$ cat src/core/lefh_consts.svh
`ifndef LEFH_CONSTS_SVH
`define LEFH_CONSTS_SVH

// register offsets
`define LEFH_ADDR_W 5
`define LEFH_OFS_INT_CTRL 5'h02
`define LEFH_OFS_EVENT_MASK 5'h03
`define LEFH_OFS_EVENT_FLAGS 5'h04
`define LEFH_OFS_HOOK_CTRL 5'h05
`define LEFH_OFS_POWER_CTRL 5'h06
`define LEFH_OFS_LINE_STATUS 5'h0c
`define LEFH_OFS_RING_OPT 5'h10
`define LEFH_OFS_RX_STATUS 5'h11
`define LEFH_OFS_SUPPLY_STATUS 5'h13
`define LEFH_OFS_EVENT_CLEAR 5'h1e

// event flag bits
`define LEFH_EV_RING 7
`define LEFH_EV_RX_OVL 6
`define LEFH_EV_FRAME 5
`define LEFH_EV_BILLING 4
`define LEFH_EV_DROPOUT 3
`define LEFH_EV_LOOP_OVL 2
`define LEFH_EV_TIP_GND 1
`define LEFH_EV_POLARITY 0

// control bits
`define LEFH_BIT_GLOBAL_INTERRUPT_ENABLE 7
`define LEFH_BIT_RING_MODE 2
`define LEFH_BIT_NEG_RING 6
`define LEFH_BIT_POS_RING 5
`define LEFH_BIT_ONHOOK_MON 3
`define LEFH_BIT_RING_STATUS 2
`define LEFH_BIT_OFFHOOK 0
`define LEFH_BIT_POWERDOWN 4
`define LEFH_BIT_FULL_WAVE 0
`define LEFH_BIT_FRAME_LOCK 6
`define LEFH_BIT_RX_OVL 0
`define LEFH_BIT_DROPOUT 1
`define LEFH_BIT_OVERCURRENT 0

// reset value and loop current maximum
`define LEFH_RST_POWERDOWN 1'h1
`define LEFH_LOOP_MAX 5'h1f

// timing
`define LEFH_CLK_HZ 25000000
`define LEFH_RING_HOLD_MS 5000
`define LEFH_RING_HOLD_CYCLES (`LEFH_RING_HOLD_MS * (`LEFH_CLK_HZ / 1000))

`endif

$ cat src/core/lefh_pkg.sv
package lefh_pkg;

  typedef logic [26:0] lefh_cnt_type;

  // synchronised line-side inputs
  typedef struct packed {
    logic ring_pos;
    logic ring_neg;
    logic rx_ovl;
    logic frame_lock;
    logic billing;
    logic dropout;
    logic overcurrent;
    logic tip_gnd_status;
    logic lvs_msb;
    logic [4:0] loop_current;
  } lefh_line_type;

  typedef struct packed {
    lefh_line_type sync1;
    lefh_line_type sync2;
    logic [1:0] warm;
    logic lvs_prev;
    logic ring_prev;
    logic [7:0] flags;
    logic [7:0] mask;
    logic global_interrupt_enable;
    logic ring_mode;
    logic offhook;
    logic onhook_mon;
    logic powerdown;
    logic full_wave;
    logic ring_status;
    lefh_cnt_type ring_cnt;
    logic [7:0] rdata;
    logic irq;
  } lefh_state_type;

endpackage : lefh_pkg

$ cat src/core/lefh_line_event_flags.sv
//
// Functional notes
// - ring sets flag bit 7; irq when ring mask and global enable set
// - flags sticky until host writes 0, or writes 1 to the event clear register
// - ring burst mode: flag at burst start only, or start and end
// - bit 6 set on rx overload; mirrors rx status, clear clears both
// - bit 5 set while frame lock missing; a host clear holds only once lock is back
// - bit 4 set on billing tone; drives irq when enabled
// - bit 3 set when line supply collapses, with dropout status
// - bit 2 set when loop current field reaches maximum
// - bit 1 set when tip grounded; inverse of tip ground status
// - bit 0 set on any change of line voltage msb once the synchroniser is full
// - control bits 6 and 5 show negative and positive ring now
// - control bit 3 enables on-hook monitoring mode
// - ring status high during ring; clears 5 s later or off-hook
// - full-wave option 0: positive rings only; 1: either polarity
// - control bit 0 commands off-hook; 0 returns on-hook
// - dual mode end event only when start flag was cleared first
//
`timescale 1ns/1ps
`default_nettype none
`include "lefh_consts.svh"

module lefh_line_event_flags
  import lefh_pkg::*;
#(
  parameter int unsigned RING_HOLD_CYCLES = `LEFH_RING_HOLD_CYCLES
)
(
  input wire logic i_clk,
  input wire logic i_arst_n,
  input wire logic [`LEFH_ADDR_W-1:0] i_addr,
  input wire logic [7:0] i_wdata,
  input wire logic i_wr,
  input wire logic i_rd,
  input wire logic i_ring_pos,
  input wire logic i_ring_neg,
  input wire logic i_rx_overload,
  input wire logic i_frame_lock,
  input wire logic i_billing_tone,
  input wire logic i_supply_dropout,
  input wire logic i_overcurrent,
  input wire logic i_tip_ground_status,
  input wire logic i_line_voltage_msb,
  input wire logic [4:0] i_loop_current,
  output logic [7:0] o_rdata,
  output logic o_irq,
  output logic o_offhook,
  output logic o_onhook_monitor,
  output logic o_line_powerdown
);

  ////////////////////////////////////////////////////////////////////////////
  localparam lefh_cnt_type HOLD = lefh_cnt_type'(RING_HOLD_CYCLES);

  lefh_state_type st;
  lefh_state_type next_st;
  lefh_line_type line_in;
  lefh_line_type ln;
  logic [7:0] set_ev;
  logic [7:0] clr_ev;
  logic ring_hit;
  logic ring_now;
  logic [7:0] rd_val;

  assign line_in = '{
    ring_pos: i_ring_pos,
    ring_neg: i_ring_neg,
    rx_ovl: i_rx_overload,
    frame_lock: i_frame_lock,
    billing: i_billing_tone,
    dropout: i_supply_dropout,
    overcurrent: i_overcurrent,
    tip_gnd_status: i_tip_ground_status,
    lvs_msb: i_line_voltage_msb,
    loop_current: i_loop_current
  };

  ////////////////////////////////////////////////////////////////////////////
  always_comb
  begin
    next_st = st;
    // line pins come from the isolated side: two stages before use
    next_st.sync1 = line_in;
    next_st.sync2 = st.sync1;
    ln = st.sync2;
    // polarity history is only trusted once the synchroniser is full
    next_st.warm = (st.warm == 2'h3) ? st.warm : st.warm + 2'h1;

    ring_hit = ln.ring_pos | (st.full_wave & ln.ring_neg);

    ring_now = st.ring_status;
    if (st.offhook)
    begin
      ring_now = 1'b0;
      next_st.ring_cnt = '0;
    end
    else if (ring_hit)
    begin
      ring_now = 1'b1;
      next_st.ring_cnt = HOLD;
    end
    else if (st.ring_cnt != '0)
    begin
      next_st.ring_cnt = st.ring_cnt - lefh_cnt_type'(1);
      ring_now = (st.ring_cnt != lefh_cnt_type'(1));
    end
    else
    begin
      ring_now = 1'b0;
    end
    next_st.ring_status = ring_now;
    next_st.ring_prev = st.ring_status;

    set_ev = '0;
    set_ev[`LEFH_EV_RING] = st.ring_status & ~st.ring_prev;
    // dual mode adds burst end; sticky flag hides it if uncleared
    if (st.ring_mode & ~st.ring_status & st.ring_prev)
    begin
      set_ev[`LEFH_EV_RING] = 1'b1;
    end
    set_ev[`LEFH_EV_RX_OVL] = ln.rx_ovl;
    set_ev[`LEFH_EV_FRAME] = ~ln.frame_lock;
    set_ev[`LEFH_EV_BILLING] = ln.billing;
    set_ev[`LEFH_EV_DROPOUT] = ln.dropout;
    set_ev[`LEFH_EV_LOOP_OVL] = (ln.loop_current == `LEFH_LOOP_MAX);
    set_ev[`LEFH_EV_TIP_GND] = ~ln.tip_gnd_status;
    set_ev[`LEFH_EV_POLARITY] = (st.warm == 2'h3) & (ln.lvs_msb != st.lvs_prev);
    next_st.lvs_prev = ln.lvs_msb;

    // flags register: write 0 clears, write 1 keeps; clear register: write 1 clears
    clr_ev = '0;
    if (i_wr && i_addr == `LEFH_OFS_EVENT_FLAGS)
    begin
      clr_ev = ~i_wdata;
    end
    else if (i_wr && i_addr == `LEFH_OFS_EVENT_CLEAR)
    begin
      clr_ev = i_wdata;
    end
    // set beats clear in the same cycle
    next_st.flags = (st.flags & ~clr_ev) | set_ev;

    if (i_wr)
    begin
      unique case (i_addr)
        `LEFH_OFS_INT_CTRL:
        begin
          next_st.global_interrupt_enable = i_wdata[`LEFH_BIT_GLOBAL_INTERRUPT_ENABLE];
          next_st.ring_mode = i_wdata[`LEFH_BIT_RING_MODE];
        end
        `LEFH_OFS_EVENT_MASK:
        begin
          next_st.mask = i_wdata;
        end
        `LEFH_OFS_HOOK_CTRL:
        begin
          next_st.onhook_mon = i_wdata[`LEFH_BIT_ONHOOK_MON];
          next_st.offhook = i_wdata[`LEFH_BIT_OFFHOOK];
        end
        `LEFH_OFS_POWER_CTRL:
        begin
          next_st.powerdown = i_wdata[`LEFH_BIT_POWERDOWN];
        end
        `LEFH_OFS_RING_OPT:
        begin
          next_st.full_wave = i_wdata[`LEFH_BIT_FULL_WAVE];
        end
        default:
        begin
        end
      endcase
    end

    rd_val = '0;
    unique case (i_addr)
      `LEFH_OFS_INT_CTRL:
      begin
        rd_val[`LEFH_BIT_GLOBAL_INTERRUPT_ENABLE] = st.global_interrupt_enable;
        rd_val[`LEFH_BIT_RING_MODE] = st.ring_mode;
      end
      `LEFH_OFS_EVENT_MASK:
      begin
        rd_val = st.mask;
      end
      `LEFH_OFS_EVENT_FLAGS:
      begin
        rd_val = st.flags;
      end
      `LEFH_OFS_HOOK_CTRL:
      begin
        rd_val[`LEFH_BIT_NEG_RING] = ln.ring_neg;
        rd_val[`LEFH_BIT_POS_RING] = ln.ring_pos;
        rd_val[`LEFH_BIT_ONHOOK_MON] = st.onhook_mon;
        rd_val[`LEFH_BIT_RING_STATUS] = st.ring_status;
        rd_val[`LEFH_BIT_OFFHOOK] = st.offhook;
      end
      `LEFH_OFS_POWER_CTRL:
      begin
        rd_val[`LEFH_BIT_POWERDOWN] = st.powerdown;
      end
      `LEFH_OFS_LINE_STATUS:
      begin
        rd_val[`LEFH_BIT_FRAME_LOCK] = ln.frame_lock;
        rd_val[4:0] = ln.loop_current;
      end
      `LEFH_OFS_RING_OPT:
      begin
        rd_val[`LEFH_BIT_FULL_WAVE] = st.full_wave;
      end
      `LEFH_OFS_RX_STATUS:
      begin
        // status is the flag itself, so one clear drops both
        rd_val[`LEFH_BIT_RX_OVL] = st.flags[`LEFH_EV_RX_OVL];
      end
      `LEFH_OFS_SUPPLY_STATUS:
      begin
        rd_val[`LEFH_BIT_DROPOUT] = ln.dropout;
        rd_val[`LEFH_BIT_OVERCURRENT] = ln.overcurrent;
      end
      default:
      begin
        rd_val = '0;
      end
    endcase
    next_st.rdata = i_rd ? rd_val : 8'h00;

    next_st.irq = st.global_interrupt_enable & (|(next_st.flags & st.mask));
  end

  ////////////////////////////////////////////////////////////////////////////
  always_ff @(posedge i_clk or negedge i_arst_n)
  begin
    if (!i_arst_n)
    begin
      st <= '0;
      st.powerdown <= `LEFH_RST_POWERDOWN;
      // lock assumed present so reset does not fake a frame event
      st.sync1.frame_lock <= 1'b1;
      st.sync2.frame_lock <= 1'b1;
      st.sync1.tip_gnd_status <= 1'b1;
      st.sync2.tip_gnd_status <= 1'b1;
    end
    else
    begin
      st <= next_st;
    end
  end

  assign o_rdata = st.rdata;
  assign o_irq = st.irq;
  assign o_offhook = st.offhook;
  assign o_onhook_monitor = st.onhook_mon;
  assign o_line_powerdown = st.powerdown;

endmodule : lefh_line_event_flags
`default_nettype wire

$ cat config.mk
export PLATFORM = sky130hd
export DESIGN_NAME = lefh_line_event_flags
export DESIGN_NICKNAME = d
export VERILOG_FILES = /design/src/core/lefh_pkg.sv /design/src/core/lefh_line_event_flags.sv
export VERILOG_INCLUDE_DIRS = /design/src /design/src/core
export SDC_FILE = /design/constraint.sdc
export NUM_CORES = 1
export LEC_CHECK = 0
export BUFFER_PORTS_ARGS = -buffer_cell sky130_fd_sc_hd__clkbuf_2
export CAP_MARGIN = 25
export CELL_PAD_IN_SITES_DETAIL_PLACEMENT = 1
export CELL_PAD_IN_SITES_GLOBAL_PLACEMENT = 1
export CORE_UTILIZATION = 42
export CTS_CLUSTER_SIZE = 20
export DETAILED_ROUTE_END_ITERATION = 8
export GPL_ROUTABILITY_DRIVEN = 0
export HOLD_SLACK_MARGIN = 0.05
export PLACE_DENSITY_LB_ADDON = 0.25
export SYNTH_ARGS = -nofsm -noshare
export SYNTH_HDL_FRONTEND = slang
export SYNTH_SLANG_ARGS = --single-unit
export TNS_END_PERCENT = 5
$ cat constraint.sdc
create_clock -name i_clk -period 2.97 [get_ports i_clk]
set_input_delay 0.7425 -clock i_clk [delete_from_list [all_inputs] [get_ports i_clk]]
set_output_delay 0.7425 -clock i_clk [all_outputs]
set_load 0.01 [all_outputs]
== Yosys cells after proc, flatten, opt, wreduce, memory -nomap -nowiden ==
Cells that the tools add are included.

* Bits in registers: 91
* Word-level logic and storage cells: 95
* Input port bits: 31

* Muxes and demuxes: 18
* Reductions and logical operators: 10
* Add/subtract/negate cells: 2
* Equal/unequal tests: 14
* Bitwise gates (word level): 16

{| class="wikitable"
|+ Operator list
! kind !! count
|-
| 2-to-1 mux 27 bit || 3
|-
| inequality test 27 x 1 -> 1 bit, second input constant || 1
|-
| nonzero test 27 bit || 1
|-
| subtractor 27 x 1 -> 27 bit, second input constant || 1
|-
| == test 5 bit, second input constant || 5
|-
| 2-to-1 mux 8 bit || 3
|-
| bitwise AND 8 bit || 2
|-
| inverter 8 bit || 2
|-
| case mux 1 bit (4 select lines) || 4
|-
| == test 5 x 3 -> 1 bit, second input constant || 3
|-
| == test 5 x 2 -> 1 bit, second input constant || 2
|-
| AND reduction 2 bit || 5
|-
| bitwise OR 8 bit || 1
|-
| OR reduction 8 bit || 1
|-
| case mux 1 bit (7 select lines) || 1
|-
| bitwise AND 1 bit || 6
|-
| case mux 1 bit (3 select lines) || 2
|-
| == test 5 x 4 -> 1 bit, second input constant || 1
|-
| case mux 1 bit (5 select lines) || 1
|-
| 2-to-1 mux 1 bit || 4
|-
| inverter 1 bit || 4
|-
| nonzero test 3 bit || 1
|-
| adder 2 x 1 -> 2 bit, second input constant || 1
|-
| == test 2 bit, second input constant || 1
|-
| 3 further kinds || 4
|}

== Depth between registers and ports, before layout ==
* Depth after elaboration: 10
* Depth in mapped cells: 8

== Worst setup path after synthesis ==
OpenSTA, ideal clock, no wires.

* Path kind: reg2reg
* From: register st[14] (netlist name)
* To: register st[31] (netlist name)
* Stages on the path, launching flop included: 8
* Path slack: 0.185 ns
* Library setup time: 0.082 ns
* Path buffers: 2
* Clock period less this slack: 2.785 ns
* Arrival time: 2.703 ns
* Cell sequence: dfrtp_1 > or4_1 > clkbuf_2 > or4_4 > buf_6 > or3_4 > or4b_1 > a31oi_1

* Word-level cells in the longest chain between the ends: 4
* Elaborated cells on any way between the ends: 6
* Classes of those cells: 1 x add/sub; 3 x mux; 2 x reduce/logical

{| class="wikitable"
|+ Ends and longest elaborated chain
! what !! line !! source
|-
| from (decl) || lefh_line_event_flags.sv:56 || <nowiki>lefh_state_type st;</nowiki>
|-
| from (signal assigned) || lefh_line_event_flags.sv:246 || <nowiki>st <= next_st;</nowiki>
|-
| subtractor 27 x 1 -> 27 bit || lefh_line_event_flags.sv:105 || <nowiki>next_st.ring_cnt = st.ring_cnt - lefh_cnt_type'(1);</nowiki>
|-
| 2-to-1 mux 27 bit || lefh_line_event_flags.sv:103 || <nowiki>else if (st.ring_cnt != '0)</nowiki>
|-
| 2-to-1 mux 27 bit || lefh_line_event_flags.sv:98 || <nowiki>else if (ring_hit)</nowiki>
|-
| 2-to-1 mux 27 bit || lefh_line_event_flags.sv:93 || <nowiki>if (st.offhook)</nowiki>
|}

Parallel ways exist; a longest one is shown, timed or not. The select of a mux whose other input is x is not followed.
A chain may end at the register's enable or synchronous reset.

== Worst setup path after layout ==
* From: register st[13] (netlist name)
* To: register st[33] (netlist name)

Same word-level chain as after synthesis.

==> flow_summary.json <==
{
  "dieArea_um2": 10300,
  "hold_viol_final": 0,
  "rr_worst_depth": 5,
  "crit_slowest_cell": "or4_4",
  "cp-end-kind": "flop",
  "ioPinCount": 43,
  "slew_violations": 0,
  "clock_sinks": 91,
  "syn-num-nets": 404,
  "ctsRootBufferMaster": "clkbuf_8",
  "finalSetupTns_ns": 0,
  "path_buf_inv": 0,
  "firstDrtPassIters": 4,
  "cp-start-kind": "flop",
  "fp.dieW_um": 101,
  "clk_latency_ns": 0.37,
  "power_mw": 2.94,
  "intPower_mw": 1.95,
  "dieHeight_um": 101,
  "seqPwrFrac_pct": 52.8,
  "wl_per_cell_um": 18.7,
  "hold_path.class": "reg -> reg",
  "finalCritPeriodShare_pct": 94.3,
  "min_to": "ln[11]",
  "critPathMaxFanout": 9,
  "synth.avg_cell_area_um2": 11.2,
  "htree_levels": 3,
  "grt_pass1_vias": 3231,
  "cts_setup_buffers": 0,
  "start_util_pct": 44.1,
  "max_freq_mhz": 357,
  "yosysWarnings": 0,
  "pwr-share-clk_pct": 29.1,
  "dp_hpwl_um": 7360,
  "fin_crit_ns": 2.80,
  "tightest_slew_ns": 0.736,
  "path_common_cell": "or4_4",
  "rrSetupSlack_ns": 0.17,
  "via_count": 3099,
  "fin_skew_ns": 0.0103,
  "holdWs_ns": 0.357,
  "cts_tree": "built",
  "max-vdd-ir-drop_v": 0.000392,
  "synth_top_area_share_pct": 51.9,
  "final_util_pct": 49.9,
  "rows": 35,
  "criticalPathCategory": "reg -> reg",
  "finalSetupViolations": 0,
  "path_cells": "or4_1 -> or4_4 -> or4_4 -> a2111o_1 -> a31oi_1",
  "io_buffers": 42,
  "drive_gt1_share_pct": 25.8,
  "synth-async-reset-ratio_pct": 100,
  "synth.area.top_cells": "dfrtp_1 52%, mux2_2 5.4%, dfstp_2 3.2%, or3_1 2.1%, a21oi_1 2.1%",
  "p_per_area_nw_per_um2": 624,
  "synth_area_um2": 4150,
  "grt.total_usage_pct": 21.9,
  "layout_setup_ws_ns": 0.171,
  "multi_input_area_um2": 1700,
  "synth-edff-count": 0,
  "overflow": 0,
  "p_leak_nw": 1.95,
  "post-place-ws_ns": 0.169,
  "grt_pass1_wl_um": 17000,
  "switching_share_pct": 33.5,
  "synth-seq-cells": 91,
  "drcViolationCount": 0,
  "hold_start": "next_st[74]",
  "antenna_found_initial": 0,
  "combPwrFrac_pct": 18.2,
  "p_switching_mw": 0.982,
  "regArea_um2": 2280,
  "synth_cells": 369,
  "whs_path_depth": 0,
  "cp_slowest_stage_delay_ns": 0.63,
  "cts_buffer_depth": 2,
  "cap_viol_max_count": 0,
  "synthFlopType": "dfrtp_1",
  "cts_resized": 0,
  "synth_seq_area_share_pct": 55.0,
  "r2r_end": "st[33]",
  "relSlewSlack_pct": 50.9,
  "status": "complete, no violations",
  "first_iter_violations": 135,
  "via_per_inst": 5.70,
  "post-synth-top-area-cell": "dfrtp_1",
  "antenna_left": 0,
  "grt_max_degree": 48,
  "crit_family": "simple AND/OR/NAND/NOR gates",
  "area_growth_pct": 13.3,
  "antenna_cells": 0,
  "design.core.area_um2": 9420,
  "r2r-start": "st[13]",
  "holdBufCountCts": 0,
  "drt-total-wl_um": 10200,
  "cts.clk_slew.worst_paths_ns": 0.11,
  "nNetsFinal": 445,
  "cts_buffers": 9,
  "cp.required_ns": 3.25,
  "fill_cells": 1047,
  "cp.arrival_ns": 3.08,
  "ys_types": 57,
  "rsz0062_at_grt": "false"
}
## cell type report
class	count	area share, %
well taps	129	3.43
repair buffers	54	6.71
flip-flops and latches	91	48.6
multi-input cells	244	36.1
clock inverters	7	1.73
clock buffers	9	2.64
inverters	10	0.799
## per-layer routing
metal	track usage, %	vias up	wire length (um)
li1	-	1468	-
met1	30.6	1562	4890
met2	34.1	60	4760
met3	4.42	9	396
met4	7.13	0	129
met5	0	-	0
## cells by family after synthesis
group / count (synthesis) / synth area share [%]
and+or+nand+nor: 121 / 16.9
DFF: 91 / 55.0
AOI/OAI and AO/OA: 88 / 14.9
buffers and inverters: 34 / 4.04
muxes: 25 / 6.63
xor gates and xnor gates: 6 / 1.27
adders and majority gates: 4 / 1.21
## worst reg2reg max path, cell delays in order, from the launching register on
cell and delay [ns]:
dfrtp_1 0.41, or4_1 0.54, or4_4 0.63, or4_4 0.54, a2111o_1 0.40, a31oi_1 0.19
## sequential cells by signal, indices dropped and copies added (netlist names)
register	flops
st	50
o_offhook	1
o_onhook_monitor	1
ln	14
o_line_powerdown	1
o_irq	1
o_rdata	8
next_st	15
## cells in the final DEF, fill, tap and decap left out, types with 11 or more instances in the layout
cell,Yosys,final
or3_1,14,14
nor4_1,11,11
dfrtp_1,86,86
a31oi_1,11,11
buf_4,8,12
nand2_1,15,15
o21ai_0,14,14
clkbuf_2,1,41
nor2_1,21,21
mux2_2,20,20
a21oi_1,17,17
or4_1,11,11
## how the worst max path moves through the flow
stage,start,to,slack [ns],cells past startpoint
final,st[13],st[33],0.17,5
after global routing,st[12],st[33],0.07,5
after CTS,st[13],st[33],0.16,5
after detailed placement,st[13],st[33],0.17,5
after global placement,i_addr[2],o_irq,0.26,6
after floorplan,st[14],st[31],0.18,7
## stage by stage
| stage | instances | instance area [um^2] |
|---|---|---|
| global route | 544 | 4700 |
| global placement | 528 | 4500 |
| detailed placement | 528 | 4500 |
| floorplan | 369 | 4150 |
| CTS | 544 | 4700 |
| finish | 544 | 4700 |
## cell usage after synthesis, types with 7 or more instances
master,number
buf_4,8
mux2_2,20
nor2_1,21
dfrtp_1,86
inv_1,10
or4_1,11
a31oi_1,11
nor3_1,9
a222oi_1,7
or3_1,14
a21oi_1,17
nor4_1,11
clkbuf_1,12
o31ai_1,10
o21ai_0,14
nand2_1,15
## power groups by stage
stage	sequential, mW	clock [mW]	combinational (mW)
after floorplan	1.50	0	0.367
after global placement	1.56	0	0.506
after detailed placement	1.57	0	0.537
after CTS	1.55	0.883	0.540
after global routing	1.57	0.924	0.596
final	1.55	0.853	0.534
No activity file was read; power rests on OpenSTA's default activity.
